==> src/hw/lpcs_pkg.sv <==
// constants shared by the low-power calibration scheduler
package lpcs_pkg;
   // register indices; byte address is four times the index
   localparam logic [7:0]  IDX_SOFT_TRIG  = 8'h6c;
   localparam logic [7:0]  IDX_LP_CTRL    = 8'h6e;
   localparam logic [7:0]  IDX_GAIN_TRIM  = 8'h7a;
   localparam logic [7:0]  IDX_CAL_CFG    = 8'h70;
   localparam logic [7:0]  IDX_STATUS     = 8'h72;
   localparam logic [31:0] ADDR_SOFT_TRIG = {22'h0, IDX_SOFT_TRIG, 2'h0};
   localparam logic [31:0] ADDR_LP_CTRL   = {22'h0, IDX_LP_CTRL, 2'h0};
   localparam logic [31:0] ADDR_GAIN_TRIM = {22'h0, IDX_GAIN_TRIM, 2'h0};
   localparam logic [31:0] ADDR_CAL_CFG   = {22'h0, IDX_CAL_CFG, 2'h0};
   localparam logic [31:0] ADDR_STATUS    = {22'h0, IDX_STATUS, 2'h0};

   // reset values
   localparam logic [7:0] SOFT_TRIG_RST = 8'h01;
   localparam logic [7:0] LP_CTRL_RST   = 8'h88;
   localparam logic [7:0] GAIN_TRIM_RST = 8'h00;
   localparam logic [7:0] CAL_CFG_RST   = 8'h00;

   // field positions
   localparam int SOFT_TRIG_BIT  = 0;
   localparam int LOWPOWER_CAL_ENABLE_BIT      = 0;
   localparam int LOWPOWER_TRIGGER_MODE_BIT    = 1;
   localparam int WAKE_LSB       = 3;
   localparam int SLEEP_LSB      = 5;
   localparam int TRIG_SEL_BIT   = 0;
   localparam int BG_CAL_BIT     = 1;
   localparam int STAT_TRIG_BIT  = 0;
   localparam int STAT_SLEEP_BIT = 1;
   localparam int STAT_WAKE_BIT  = 2;
   localparam int STAT_CAL_BIT   = 3;
   localparam int STAT_FUSE_BIT  = 4;

   // delays in sample clock periods, their exponents and the counter width
   localparam int SHORT_DLY_CYC  = 1152;
   localparam int DLY_BIAS_CYC   = 128;
   localparam int EXP_STEP       = 3;
   localparam int SLEEP_EXP_DEF  = 19;
   localparam int WAKE_EXP_DEF   = 22;
   localparam int CNT_W_DEF      = 41;

   // bus encodings
   localparam logic [1:0] HTRANS_NONSEQ = 2'b10;
   localparam logic       HRESP_OKAY    = 1'b0;

   typedef enum logic [1:0] {
      ST_IDLE, ST_SLEEP, ST_WAKE, ST_CAL
   } lpcs_state_t;
endpackage

==> src/hw/lpcs_delay_timer.sv <==
// one-shot down counter timing sleep and wake intervals
`timescale 1ns/1ps
module lpcs_delay_timer #(
   parameter int CNT_W = 41
) (
   input  wire logic             sys_clk,   // sample clock
   input  wire logic             arst_n,    // async reset, active low
   input  wire logic             clear,     // abort a running interval
   input  wire logic             load,      // start interval
   input  wire logic [CNT_W-1:0] loadValue, // interval length, at least 1
   output logic                  busy,      // interval running
   output logic                  done       // one-cycle expiry pulse
);
   logic [CNT_W-1:0] cnt_r, cnt_nxt;
   logic             busy_r, busy_nxt;

   if (CNT_W < 12) begin : g_bad_width
      $error("lpcs_delay_timer: CNT_W too small");
   end

   assign busy = busy_r;
   assign done = busy_r && (cnt_r == '0);

   always_comb begin
      cnt_nxt  = cnt_r;
      busy_nxt = busy_r;
      if (clear) begin
         busy_nxt = 1'b0;
      end else if (load) begin
         cnt_nxt  = loadValue - CNT_W'(1);
         busy_nxt = 1'b1;
      end else if (done) begin
         busy_nxt = 1'b0;
      end else if (busy_r) begin
         cnt_nxt = cnt_r - CNT_W'(1);
      end
   end

   always_ff @(posedge sys_clk or negedge arst_n) begin
      if (!arst_n) begin
         cnt_r  <= '0;
         busy_r <= 1'b0;
      end else begin
         cnt_r  <= cnt_nxt;
         busy_r <= busy_nxt;
      end
   end

   // elapsed time since load, checked against the programmed length
   logic [CNT_W-1:0] elapsed_r, len_r;
   always_ff @(posedge sys_clk or negedge arst_n) begin
      if (!arst_n) begin
         elapsed_r <= '0;
         len_r     <= '0;
      end else if (load && !clear) begin
         elapsed_r <= CNT_W'(1);
         len_r     <= loadValue;
      end else begin
         elapsed_r <= elapsed_r + CNT_W'(1);
      end
   end
endmodule // lpcs_delay_timer

==> src/hw/lpcs_scheduler.sv <==
// calibration trigger select, low-power sleep/wake scheduler, gain trim
//
// The implementer's own choice: the AHB-Lite slave port.
`timescale 1ns/1ps
module lpcs_scheduler
   import lpcs_pkg::*;
#(
   parameter int CNT_W     = lpcs_pkg::CNT_W_DEF,
   parameter int SLEEP_EXP = lpcs_pkg::SLEEP_EXP_DEF,
   parameter int WAKE_EXP  = lpcs_pkg::WAKE_EXP_DEF
) (
   input  wire logic        sys_clk,       // 250 MHz sample clock
   input  wire logic        arst_n,        // async reset, active low
   input  wire logic        hsel,          // ahb select
   input  wire logic [31:0] haddr,         // ahb address
   input  wire logic [1:0]  htrans,        // ahb transfer type
   input  wire logic        hwrite,        // ahb write
   input  wire logic [2:0]  hsize,         // ahb size, word only
   input  wire logic [31:0] hwdata,        // ahb write data
   input  wire logic        hready,        // ahb bus ready
   output logic             hreadyout,     // always ready
   output logic             hresp,         // always okay
   output logic [31:0]      hrdata,        // registered read data
   input  wire logic        calTriggerPin, // external trigger pin
   input  wire logic        fuseTrimValid, // fuse gain value valid
   input  wire logic [7:0]  fuseTrimValue, // fuse gain value
   input  wire logic        calDone,       // core calibration finished
   output logic             calTrigger,    // selected trigger level
   output logic             coreSleep,     // offline core asleep
   output logic             coreSettling,  // offline core settling
   output logic             calStart,      // start calibration pulse
   output logic [7:0]       gainTrim       // gain trim to all cores
);
   import lpcs_pkg::*;

   if (CNT_W < SLEEP_EXP + 7 * EXP_STEP + 1 ||
       CNT_W < WAKE_EXP + 3 * EXP_STEP + 1 || SLEEP_EXP < 1) begin : g_bad
      $error("lpcs_scheduler: counter too narrow for delay codes");
   end

   // delay length in clock periods for a code
   function automatic logic [CNT_W-1:0] dlyCycles(input logic [2:0] code,
                                                  input int expBase);
      if (code == 3'h0) begin
         dlyCycles = CNT_W'(SHORT_DLY_CYC);
      end else begin
         dlyCycles = (CNT_W'(1) << (expBase + EXP_STEP * int'(code)))
                     + CNT_W'(DLY_BIAS_CYC);
      end
   endfunction

   // ---------------- bus slave ----------------
   logic        addrPhase;
   logic        dpWrite_r, dpWrite_nxt;
   logic [31:0] dpAddr_r, dpAddr_nxt;
   logic [31:0] rdata_r, rdata_nxt;
   logic        wrSoft, wrLp, wrGain, wrCfg;

   assign addrPhase = hsel && hready && (htrans == HTRANS_NONSEQ);
   assign hreadyout = 1'b1;
   assign hresp     = HRESP_OKAY;
   assign hrdata    = rdata_r;
   assign wrSoft    = dpWrite_r && (dpAddr_r == ADDR_SOFT_TRIG);
   assign wrLp      = dpWrite_r && (dpAddr_r == ADDR_LP_CTRL);
   assign wrGain    = dpWrite_r && (dpAddr_r == ADDR_GAIN_TRIM);
   assign wrCfg     = dpWrite_r && (dpAddr_r == ADDR_CAL_CFG);

   // ---------------- registers ----------------
   logic [7:0] softTrig_r, softTrig_nxt;
   logic [7:0] lpCtrl_r, lpCtrl_nxt;
   logic [7:0] gainTrim_r, gainTrim_nxt;
   logic [7:0] cfg_r, cfg_nxt;
   logic       fuseLoaded_r, fuseLoaded_nxt;
   logic [7:0] status;

   always_comb begin
      softTrig_nxt   = softTrig_r;
      lpCtrl_nxt     = lpCtrl_r;
      gainTrim_nxt   = gainTrim_r;
      cfg_nxt        = cfg_r;
      fuseLoaded_nxt = fuseLoaded_r;
      if (!fuseLoaded_r && fuseTrimValid) begin
         gainTrim_nxt   = fuseTrimValue;
         fuseLoaded_nxt = 1'b1;
      end
      if (wrSoft) begin
         softTrig_nxt = hwdata[7:0];
      end
      if (wrLp) begin
         lpCtrl_nxt = hwdata[7:0];
      end
      if (wrGain) begin
         gainTrim_nxt   = hwdata[7:0];
         fuseLoaded_nxt = 1'b1;
      end
      if (wrCfg) begin
         cfg_nxt = hwdata[7:0];
      end
   end

   always_ff @(posedge sys_clk or negedge arst_n) begin
      if (!arst_n) begin
         softTrig_r   <= SOFT_TRIG_RST;
         lpCtrl_r     <= LP_CTRL_RST;
         gainTrim_r   <= GAIN_TRIM_RST;
         cfg_r        <= CAL_CFG_RST;
         fuseLoaded_r <= 1'b0;
      end else begin
         softTrig_r   <= softTrig_nxt;
         lpCtrl_r     <= lpCtrl_nxt;
         gainTrim_r   <= gainTrim_nxt;
         cfg_r        <= cfg_nxt;
         fuseLoaded_r <= fuseLoaded_nxt;
      end
   end

   // read mux sees pending writes so a write then read is never stale
   always_comb begin
      dpWrite_nxt = addrPhase && hwrite;
      dpAddr_nxt  = addrPhase ? haddr : dpAddr_r;
      rdata_nxt   = rdata_r;
      if (addrPhase && !hwrite) begin
         unique case (haddr)
            ADDR_SOFT_TRIG: rdata_nxt = {24'h0, softTrig_nxt};
            ADDR_LP_CTRL:   rdata_nxt = {24'h0, lpCtrl_nxt};
            ADDR_GAIN_TRIM: rdata_nxt = {24'h0, gainTrim_nxt};
            ADDR_CAL_CFG:   rdata_nxt = {24'h0, cfg_nxt};
            ADDR_STATUS:    rdata_nxt = {24'h0, status};
            default:        rdata_nxt = 32'h0;
         endcase
      end
   end

   always_ff @(posedge sys_clk or negedge arst_n) begin
      if (!arst_n) begin
         dpWrite_r <= 1'b0;
         dpAddr_r  <= 32'h0;
         rdata_r   <= 32'h0;
      end else begin
         dpWrite_r <= dpWrite_nxt;
         dpAddr_r  <= dpAddr_nxt;
         rdata_r   <= rdata_nxt;
      end
   end

   // ---------------- trigger path ----------------
   logic [2:0] pinSync_r, pinSync_nxt;
   logic       pinLevel_r, pinLevel_nxt;
   logic       cal_trigger_pin_r, cal_trigger_pin_nxt;

   always_comb begin
      pinSync_nxt  = {pinSync_r[1:0], calTriggerPin};
      pinLevel_nxt = pinLevel_r;
      if (pinSync_r[1] == pinSync_r[2]) begin
         pinLevel_nxt = pinSync_r[2];
      end
      cal_trigger_pin_nxt = cfg_r[TRIG_SEL_BIT] ? pinLevel_r
                                        : softTrig_r[SOFT_TRIG_BIT];
   end

   always_ff @(posedge sys_clk or negedge arst_n) begin
      if (!arst_n) begin
         pinSync_r  <= 3'h7; // idle pin is high, no false wake
         pinLevel_r <= 1'b1;
         cal_trigger_pin_r  <= 1'b1;
      end else begin
         pinSync_r  <= pinSync_nxt;
         pinLevel_r <= pinLevel_nxt;
         cal_trigger_pin_r  <= cal_trigger_pin_nxt;
      end
   end

   // ---------------- scheduler ----------------
   lpcs_state_t      state_r, state_nxt;
   logic             calStart_r, calStart_nxt;
   logic             lpActive, lpTrigMode;
   logic             tmrLoad, tmrClear, tmrBusy, tmrDone;
   logic [CNT_W-1:0] tmrValue, sleepCyc, wakeCyc;

   assign lpActive   = lpCtrl_r[LOWPOWER_CAL_ENABLE_BIT] && cfg_r[BG_CAL_BIT];
   assign lpTrigMode = lpCtrl_r[LOWPOWER_TRIGGER_MODE_BIT];
   assign sleepCyc   = dlyCycles(lpCtrl_r[SLEEP_LSB +: 3], SLEEP_EXP);
   assign wakeCyc    = dlyCycles({1'b0, lpCtrl_r[WAKE_LSB +: 2]},
                                 WAKE_EXP);

   always_comb begin
      state_nxt    = state_r;
      calStart_nxt = 1'b0;
      tmrLoad      = 1'b0;
      tmrClear     = 1'b0;
      tmrValue     = sleepCyc;
      if (!lpActive) begin
         state_nxt = ST_IDLE;
         tmrClear  = 1'b1;
      end else begin
         unique case (state_r)
            ST_IDLE: begin
               state_nxt = ST_SLEEP;
            end
            ST_SLEEP: begin
               if (lpTrigMode) begin
                  if (!cal_trigger_pin_r) begin
                     state_nxt = ST_WAKE;
                     tmrLoad   = 1'b1;
                     tmrValue  = wakeCyc;
                  end
               end else if (tmrDone) begin
                  state_nxt = ST_WAKE;
                  tmrLoad   = 1'b1;
                  tmrValue  = wakeCyc;
               end else if (!tmrBusy) begin
                  tmrLoad = 1'b1;
               end
            end
            ST_WAKE: begin
               if (tmrDone) begin
                  state_nxt    = ST_CAL;
                  calStart_nxt = 1'b1;
               end
            end
            ST_CAL: begin
               if (calDone) begin
                  state_nxt = ST_SLEEP;
               end
            end
         endcase
      end
   end

   always_ff @(posedge sys_clk or negedge arst_n) begin
      if (!arst_n) begin
         state_r    <= ST_IDLE;
         calStart_r <= 1'b0;
      end else begin
         state_r    <= state_nxt;
         calStart_r <= calStart_nxt;
      end
   end

   lpcs_delay_timer #(
      .CNT_W     (CNT_W)
   ) u_timer (
      .sys_clk   (sys_clk),
      .arst_n    (arst_n),
      .clear     (tmrClear),
      .load      (tmrLoad),
      .loadValue (tmrValue),
      .busy      (tmrBusy),
      .done      (tmrDone)
   );

   assign calTrigger   = cal_trigger_pin_r;
   assign coreSleep    = (state_r == ST_SLEEP);
   assign coreSettling = (state_r == ST_WAKE);
   assign calStart     = calStart_r;
   assign gainTrim     = gainTrim_r;
   assign status = {3'h0, fuseLoaded_r, state_r == ST_CAL, coreSettling,
                    coreSleep, cal_trigger_pin_r};
endmodule // lpcs_scheduler

==> config.mk <==
export PLATFORM = sky130hd
export DESIGN_NAME = lpcs_scheduler
export DESIGN_NICKNAME = d
export VERILOG_FILES = /design/src/hw/lpcs_pkg.sv /design/src/hw/lpcs_delay_timer.sv /design/src/hw/lpcs_scheduler.sv
export SDC_FILE = /design/constraint.sdc
export NUM_CORES = 1
export LEC_CHECK = 0
export BUFFER_PORTS_ARGS = -buffer_cell sky130_fd_sc_hd__buf_2
export CELL_PAD_IN_SITES_DETAIL_PLACEMENT = 0
export CELL_PAD_IN_SITES_GLOBAL_PLACEMENT = 1
export CORE_MARGIN = 2
export CORE_UTILIZATION = 43
export DETAILED_ROUTE_END_ITERATION = 7
export GPL_ROUTABILITY_DRIVEN = 0
export PLACE_DENSITY = 0.82
export SLEW_MARGIN = 20
export SYNTH_ARGS = -nofsm -noshare
export SYNTH_HDL_FRONTEND = slang
export SYNTH_SLANG_ARGS = --single-unit
==> constraint.sdc <==
create_clock -name sys_clk -period 5.15 [get_ports sys_clk]
set_input_delay 0.7725 -clock sys_clk [delete_from_list [all_inputs] [get_ports sys_clk]]
set_output_delay 0.7725 -clock sys_clk [all_outputs]
set_load 0.02 [all_outputs]
==> results of run 1 <==
-- synth_stat cells, types with 6 or more instances --
| cell | number | area, um2 |
|---|---|---|
| nor2b_1 | 10 | 62.6 |
| nand2_1 | 103 | 387 |
| o21ai_0 | 53 | 265 |
| and2_1 | 6 | 37.5 |
| nor2_1 | 76 | 285 |
| ha_1 | 9 | 113 |
| dfrtp_1 | 116 | 2900 |
| clkbuf_1 | 27 | 101 |
| o31ai_1 | 8 | 60.1 |
| a21oi_1 | 38 | 190 |
| nand4_1 | 7 | 43.8 |
| or3_1 | 7 | 43.8 |
| mux2_2 | 58 | 653 |
| o211ai_1 | 13 | 97.6 |
| mux2i_1 | 16 | 160 |
| buf_1 | 7 | 26.3 |
| a31oi_1 | 7 | 43.8 |
| nor4b_1 | 6 | 52.6 |
| nand2b_1 | 7 | 43.8 |
| buf_4 | 27 | 203 |
| nor3_1 | 31 | 155 |
| a221oi_1 | 8 | 70.1 |
| inv_1 | 16 | 60.1 |
| xnor2_1 | 7 | 61.3 |
| and3_1 | 15 | 93.8 |
| dfstp_2 | 8 | 210 |
| nand3_1 | 40 | 200 |
| nor4_1 | 15 | 93.8 |
| o311ai_0 | 7 | 61.3 |
-- worst register-to-register path: stages (launching register included) --
cell	delay (ns)
dfrtp_1	0.45
nor4_2	0.43
nand4_1	0.21
nor4_4	0.48
and3_1	0.26
nor2_2	0.07
a22oi_1	0.24
ha_1	0.28
o21ai_0	0.12
a21oi_1	0.38
nor2b_1	0.24
buf_4	0.16
nand3_2	0.15
a2111oi_1	0.52
a21oi_1	0.12
o31ai_1	0.24
-- final timing paths --
check,startpoint,end,slack (ns),cells after the start
min in group asynchronous,arst_n,u_timer.cnt_r[31]$_DFFE_PN0P_,0.41,1
hold / removal,pinSync_r[0]$_DFF_PN1_,pinSync_r[1]$_DFF_PN1_,0.36,0
max in group asynchronous,arst_n,lpCtrl_r[3]$_DFF_PN1_,3.71,2
hold reg to reg,pinSync_r[0]$_DFF_PN1_,pinSync_r[1]$_DFF_PN1_,0.36,0
setup reg to reg,u_timer.cnt_r[6]$_DFFE_PN0P_,u_timer.cnt_r[36]$_DFFE_PN0P_,0.70,15
setup / recovery,u_timer.cnt_r[6]$_DFFE_PN0P_,u_timer.cnt_r[36]$_DFFE_PN0P_,0.70,15
-- routing by layer --
| metal | track usage, % | vias to the layer above |
|---|---|---|
| met5 | 0 | - |
| met3 | 4.35 | 42 |
| met2 | 39.2 | 256 |
| met1 | 33.3 | 3337 |
| met4 | 9.35 | 0 |
| li1 | - | 3279 |
-- cell families (layout without fill, tap and decap cells) --
family	Yosys count	in the layout	synth area share [%]
simple gates	360	360	23.8
compound gates	196	196	17.4
flops	124	124	40.3
buf+inv	79	155	5.17
mux	74	74	10.5
fa+ha+maj	10	10	1.59
xor+xnor	9	9	1.02
other cells	2	26	0.0973
-- area by class of cell --
cell class / count / area (um2) / area share, %
clock buffer: 17 / 425 / 4.75
clock inverter: 15 / 164 / 1.83
inverter: 17 / 63.8 / 0.712
multi-input combinational: 675 / 4310 / 48.0
sequential: 124 / 3110 / 34.7
tap: 225 / 282 / 3.14
timing repair buffer: 106 / 609 / 6.80
-- registers in the layout, indices dropped and copies added, names as in the netlist, 2 cells and up --
| signal | count |
|---|---|
| u_timer.cnt_r | 41 |
| dpAddr_r | 32 |
| cfg_r | 8 |
| gainTrim | 8 |
| hrdata | 8 |
| lpCtrl_r | 8 |
| softTrig_r | 8 |
| pinSync_r | 3 |
| state_r | 2 |
-- power breakdown --
part,internal [mW],switching (mW)
Clock,0.655,0.555
Sequential,1.04,0.0391
Combinational,0.100,0.143
==> qor.csv, run 1 <==
stage,metric,value,unit
placed_design,port bufs,77,
worst_setup_path,CP Cell Sequence,nor4_2 -> nand4_1 -> nor4_4 -> and3_1 -> nor2_2 -> a22oi_1 -> ha_1 -> o21ai_0 -> a21oi_1 -> nor2b_1 -> buf_4 -> nand3_2 -> a2111oi_1 -> a21oi_1 -> o31ai_1,
detailed_routing,Post-Route WL,22100,um
detailed_routing,vias,6914,
worst_setup_path,critical path class,reg -> reg,
floorplanning,Die X,138,um
synthesis,number of synthesized register bits,124,
detailed_routing,post-route ant nets,0,
synthesis,Yosys warnings,0,
placed_design,cell count after placement,1147,
timing,Pins Over Slew Limit,0,
job,Max Cap Viol,0,
global_route,initial antenna violation count,0,
global_route,GRT Total Usage,24.6,%
layout,fill cell count,1652,
layout,number of diodes,0,
hold_path,Hold Path Class,reg -> reg,
detailed_routing,Highest Signal Layer,met4,
clocking,CTS Sinks,124,
worst_setup_path,CP peak stage delay,0.52,ns
worst_setup_path,Critical Path AT,4.78,ns
synthesis,"Cell Area, Synth",7720,um2
power,Power Dens Cells,283,nW/um2
worst_setup_path,crit start category,flip-flop,
timing,Max transition margin,35.0,%
detailed_routing,first-pass iteration count of the detailed router,5,
clocking,cts bufs inserted,17,
worst_setup_path,CP max stage cell,a2111oi_1,
detailed_routing,1st-iter DRT viols,587,
synthesis,synthesized area per cell,9.04,um2
layout,Final Cell Area,8960,um2
synthesis,"Top FF cell, synth",dfrtp_1,
clocking,hold_buf cts,0,
worst_setup_path,worst-path maximum fanout,6,
floorplanning,Core Area,17400,um2
detailed_routing,Metal-1 WL,9820,um
placed_design,dpl hpwl,15900,um
clocking,cts repair resizes,0,
clocking,maximum clock insertion buffer count,2,
timing,final setup vio count,0,
worst_setup_path,WP data required,5.48,ns
detailed_routing,met2 wire len,10300,um
timing,worst setup slack after layout,0.704,ns
power,Max VDD drop,0.000249,V
timing,Hold Slack,0.358,ns
floorplanning,Initial Utilization,44.3,%
timing,Final Hold Viols,0,
clocking,clock latency on the worst-skew pair,0.43,ns
worst_setup_path,Setup crit end kind,flip-flop,
global_route,largest net degree at the start of global routing,83,
detailed_routing,per-cell routed wire length,18.7,um
layout,final design utilization,51.5,%
detailed_routing,DR WL met3,1400,um
timing,setup TNS,0,ns
worst_setup_path,cell mode on critical path,a21oi_1,
layout,"most common cell after layout, fill and taps aside",dfrtp_1,
layout,layout cells sized above 1,24.6,%
clocking,clk slew on worst S/H paths,0.07,ns
synthesis,post-synth cell types,85,
global_route,vias in the first global route,6673,
floorplanning,die area,19000,um2
clocking,root buffer cell,clkbuf_16,
layout,Area Overhead vs Synth,16.1,%
clocking,CTS tree,built,
synthesis,register area share after synthesis,40.3,%
worst_setup_path,Crit path max-delay family,simple AND/OR/NAND/NOR gates,
global_route,first-pass GRT wire length,35700,um
timing,period utilisation layout,86.3,%
detailed_routing,DRC,0,
status,run status,"complete, no violations",
timing,Worst Max-Slew Pin Slew,0.972,ns
floorplanning,std cell rows,48,
timing,Period minus WS final,4.45,ns
clocking,H-tree depth,4,
worst_setup_path,CP bufs+invs,1,
timing,skew final,0.0115,ns
detailed_routing,vias per inst,5.86,
clocking,"Setup Fix Bufs, Post-CTS",0,
placed_design,post-place setup slack,0.797,ns
global_route,total gr overflow,0,
timing,highest clock rate,225,MHz
layout,most frequent cells in the layout,"dfrtp_1 (116), nand2_1 (103), buf_2 (76), nor2_1 (74), mux2_2 (58)",
synthesis,number of flops mapped to enable cells by yosys,0,
timing,RSZ-0062 raised after global routing,no,
layout,nets@finish,1035,
power,Pleak,4.07,nW
power,Tot Pwr,2.53,mW
synthesis,Mapped Cells,854,
floorplanning,die height,138,um
layout,Finished Layout Cells,1179,
floorplanning,I/O pin count,131,
synthesis,async set-reset flop share out of synthesis,100,%
placed_design,placed inst area,8370,um2
(Power assumes the default switching activity.)
==> inputs of run 2 (changes only) <==
--- a/config.mk
+++ b/config.mk
@@ -5,14 +5,15 @@
 export SDC_FILE = /design/constraint.sdc
 export NUM_CORES = 1
 export LEC_CHECK = 0
+export ABC_AREA = 1
 export BUFFER_PORTS_ARGS = -buffer_cell sky130_fd_sc_hd__buf_2
 export CELL_PAD_IN_SITES_DETAIL_PLACEMENT = 0
 export CELL_PAD_IN_SITES_GLOBAL_PLACEMENT = 1
 export CORE_MARGIN = 2
-export CORE_UTILIZATION = 43
+export CORE_UTILIZATION = 41
 export DETAILED_ROUTE_END_ITERATION = 7
 export GPL_ROUTABILITY_DRIVEN = 0
-export PLACE_DENSITY = 0.82
+export PLACE_DENSITY = 0.83
 export SLEW_MARGIN = 20
 export SYNTH_ARGS = -nofsm -noshare
 export SYNTH_HDL_FRONTEND = slang
==> run 2 against run 1 <==
Non-clock buffer count decreased by 24; combinational power increased to 7.2 times the previous value; first-iteration DRC count increased by 7.7%; critical endpoint is now u_timer.cnt_r[39]$_DFFE_PN0P_; routed wire length grew 5.0%.
==> qor.csv, run 2 <==
stage,metric,value,unit,change
status,run status,"complete, no violations",,unchanged
worst_setup_path,critical path class,reg -> reg,,unchanged
synthesis,top-count cell post-synth,nand2_1,,was dfrtp_1
synthesis,Yosys warnings,0,,unchanged
global_route,largest net degree at the start of global routing,78,,was 83
floorplanning,die area,21600,um2,was 19000 um2
power,clock share of power,30.6,%,was 47.8%
synthesis,synthesized area per cell,6.63,um2,was 9.04 um2
floorplanning,Initial Utilization,41.6,%,was 44.3%
timing,skew final,0.0145,ns,was 0.0115 ns
floorplanning,I/O pin count,131,,unchanged
floorplanning,Core Area,20200,um2,was 17400 um2
layout,Largest regs,"u_timer.cnt_r: 41 flops, dpAddr_r: 32 flops",,unchanged
detailed_routing,per-cell routed wire length,14.4,um,was 18.7 um
global_route,vias in the first global route,7667,,was 6673
layout,number of diodes,0,,unchanged
detailed_routing,vias,7975,,was 6914
synthesis,"Cell Area, Synth",8390,um2,was 7720 um2
timing,worst setup slack after layout,1.23,ns,was 0.704 ns
clocking,CTS Sinks,124,,unchanged
worst_setup_path,Critical Path AT,4.24,ns,was 4.78 ns
detailed_routing,vias per inst,4.94,,was 5.86
floorplanning,std cell rows,52,,was 48
synthesis,post-synth cell types,53,,was 85
synthesis,number of flops mapped to enable cells by yosys,0,,unchanged
layout,final design utilization,47.2,%,was 51.5%
worst_setup_path,WP data required,5.47,ns,was 5.48 ns
layout,max reg flops,41,,unchanged
layout,Area Overhead vs Synth,13.4,%,was 16.1%
clocking,cts bufs inserted,17,,unchanged
clocking,"Setup Fix Bufs, Post-CTS",0,,unchanged
layout,"most common cell after layout, fill and taps aside",nand2_1,,was dfrtp_1
synthesis,number of synthesized register bits,124,,unchanged
layout,layout cells sized above 1,13.4,%,was 24.6%
synthesis,Mapped Cells,1266,,was 854
layout,fill cell count,2123,,was 1652
worst_setup_path,RR Endpoint,u_timer.cnt_r[39]$_DFFE_PN0P_,,was u_timer.cnt_r[36]$_DFFE_PN0P_
detailed_routing,first-pass iteration count of the detailed router,5,,unchanged
power,Reg power frac,28.8,%,was 42.6%
placed_design,post-place setup slack,1.31,ns,was 0.797 ns
detailed_routing,Post-Route WL,23200,um,was 22100 um
synthesis,synth top area cells,"dfrtp_1 (35%), nand2_1 (17%), nor2_1 (8.4%)",,"was dfrtp_1 (38%), mux2_2 (8.5%), nand2_1 (5.0%)"
timing,RSZ-0062 raised after global routing,no,,unchanged
clocking,clk slew on worst S/H paths,0.06,ns,was 0.07 ns
synthesis,Synth top cells by count,"nand2_1 (389), nor2_1 (188), inv_1 (156)",,"was dfrtp_1 (116), nand2_1 (103), nor2_1 (76)"
detailed_routing,DRC,0,,unchanged
clocking,H-tree depth,4,,unchanged
worst_setup_path,R2R Path Start,lpCtrl_r[6]$_DFF_PN0_,,was u_timer.cnt_r[6]$_DFFE_PN0P_
layout,most frequent cells in the layout,"nand2_1 (389), nor2_1 (188), inv_1 (156), dfrtp_1 (116), buf_2 (76)",,"was dfrtp_1 (116), nand2_1 (103), buf_2 (76), nor2_1 (74), mux2_2 (58)"
layout,Top reg by flops,u_timer.cnt_r,,unchanged
power,Pleak,5.04,nW,was 4.07 nW
detailed_routing,1st-iter DRT viols,632,,was 587
clocking,root buffer cell,clkbuf_16,,unchanged
timing,Period minus WS final,3.92,ns,was 4.45 ns
global_route,total gr overflow,0,,unchanged
power,Max VDD drop,0.000222,V,was 0.000249 V
synthesis,"Top FF cell, synth",dfrtp_1,,unchanged
clocking,clock latency on the worst-skew pair,0.44,ns,was 0.43 ns
synthesis,Yosys top cell area share,34.6,%,was 37.6%
layout,nets@finish,1427,,was 1035
floorplanning,die height,147,um,was 138 um
timing,final setup vio count,0,,unchanged
job,Max Cap Viol,0,,unchanged
timing,period utilisation layout,76.2,%,was 86.3%
power,switching share of power,42.6,%,was 29.1%
power,Tot Pwr,4.34,mW,was 2.53 mW
global_route,initial antenna violation count,0,,unchanged
clocking,CTS tree,built,,unchanged
detailed_routing,post-route ant nets,0,,unchanged
power,Pint,2.49,mW,was 1.79 mW
clocking,maximum clock insertion buffer count,2,,unchanged
placed_design,port bufs,77,,unchanged
global_route,first-pass GRT wire length,38400,um,was 35700 um
worst_setup_path,crit start category,flip-flop,,unchanged
timing,Pins Over Slew Limit,0,,unchanged
worst_setup_path,worst-path maximum fanout,10,,was 6
synthesis,register area share after synthesis,37.1,%,was 40.3%
placed_design,dpl hpwl,17400,um,was 15900 um
timing,Max transition margin,30.9,%,was 35.0%
floorplanning,Die X,147,um,was 138 um
global_route,GRT Total Usage,22.2,%,was 24.6%
timing,setup TNS,0,ns,unchanged
synthesis,async set-reset flop share out of synthesis,100,%,unchanged
synthesis,Synth area leader,dfrtp_1,,unchanged
timing,highest clock rate,255,MHz,was 225 MHz
worst_setup_path,Setup crit end kind,flip-flop,,unchanged
timing,Final Hold Viols,0,,unchanged
timing,Worst Max-Slew Pin Slew,1.03,ns,was 0.972 ns
worst_setup_path,Reg2Reg Depth,24,,was 15
clocking,hold_buf cts,0,,unchanged
power,Psw,1.85,mW,was 0.738 mW
power,combinational share of power,40.6,%,was 9.6%
worst_setup_path,reg2reg setup slack,1.23,ns,was 0.70 ns
clocking,cts repair resizes,0,,unchanged
power,Power Dens Cells,456,nW/um2,was 283 nW/um2
hold_path,Hold Path Class,in -> async,,was reg -> reg
run 2: kinds of logic (layout without fill, tap and decap cells):
group	after synthesis	in the layout	share of synthesized area, %
AND/OR/NAND/NOR	737	737	37.7
buffers and inverters	235	291	12.3
AO/OA/AOI/OAI	146	146	10.1
flip-flops	124	124	37.1
adder cells (fa/ha/maj)	10	10	1.46
XOR/XNOR	10	10	1.04
other	2	26	0.0895
multiplexers	2	2	0.268
run 2: stage by stage:
stage | cell area [um2] | hold slack, ns | instances
floorplan | 8480 | 0.345 | 1290
global placement | 8890 | 0.346 | 1584
detailed placement | 8890 | 0.347 | 1584
CTS | 9520 | 0.357 | 1616
global route | 9520 | 0.370 | 1616
finish | 9520 | 0.351 | 1616
run 2: worst max path at each step:
stage	start	to	slack (ns)	cells past startpoint
after floorplan	lpCtrl_r[6]$_DFF_PN0_	u_timer.cnt_r[33]$_DFFE_PN0P_	1.94	24
after global placement	lpCtrl_r[6]$_DFF_PN0_	u_timer.cnt_r[31]$_DFFE_PN0P_	1.35	24
after detailed placement	lpCtrl_r[6]$_DFF_PN0_	u_timer.cnt_r[31]$_DFFE_PN0P_	1.31	24
after CTS	lpCtrl_r[6]$_DFF_PN0_	u_timer.cnt_r[39]$_DFFE_PN0P_	1.27	24
after global routing	lpCtrl_r[6]$_DFF_PN0_	u_timer.cnt_r[25]$_DFFE_PN0P_	0.77	24
final	lpCtrl_r[6]$_DFF_PN0_	u_timer.cnt_r[39]$_DFFE_PN0P_	1.23	24
run 2: cell type report:
cell class	instances	area (um2)	share of cell area, %
multi-input combinational	931	4340	45.6
sequential	124	3110	32.7
inverter	177	669	7.03
clock buffer	18	429	4.51
timing repair buffer	82	429	4.51
tap	270	338	3.55
clock inverter	14	206	2.17
run 2: critical path, stage by stage, from the launching register on:
cell and delay [ns]:
dfrtp_1 0.44, inv_1 0.10, ha_1 0.29, inv_1 0.04, ha_1 0.38, inv_2 0.09
nor2_1 0.17, o21ai_2 0.11, nor2_4 0.22, inv_2 0.08, nor2_1 0.19, ha_1 0.20
nand3_1 0.08, nand2_1 0.10, inv_1 0.04, nand4_1 0.07, nand2_1 0.12, nor2_1 0.19
nand2_1 0.13, nor2_1 0.14, nand2_1 0.16, nor2_2 0.21, nand3_1 0.10, nand3_1 0.10
nand2_1 0.06
run 2: power by group through the flow:
stage          clock network, mW  registers [mW]  logic (mW)
6_report                    1.33            1.25        1.76
5_1_grt                     1.38            1.28        2.00
4_1_cts                     1.34            1.25        1.75
3_5_place_dp                   0            1.27        1.75
3_3_place_gp                   0            1.26        1.74
2_1_floorplan                  0            1.24        1.34
run 2: per-layer routing:
metal | vias to the layer above | GRT usage, % | share of wire [%]
met3 | 40 | 3.82 | 5.0
met4 | 0 | 8.08 | 2.7
met2 | 217 | 36.1 | 46
met5 | - | 0 | 0
li1 | 4109 | - | -
met1 | 3609 | 30.0 | 47
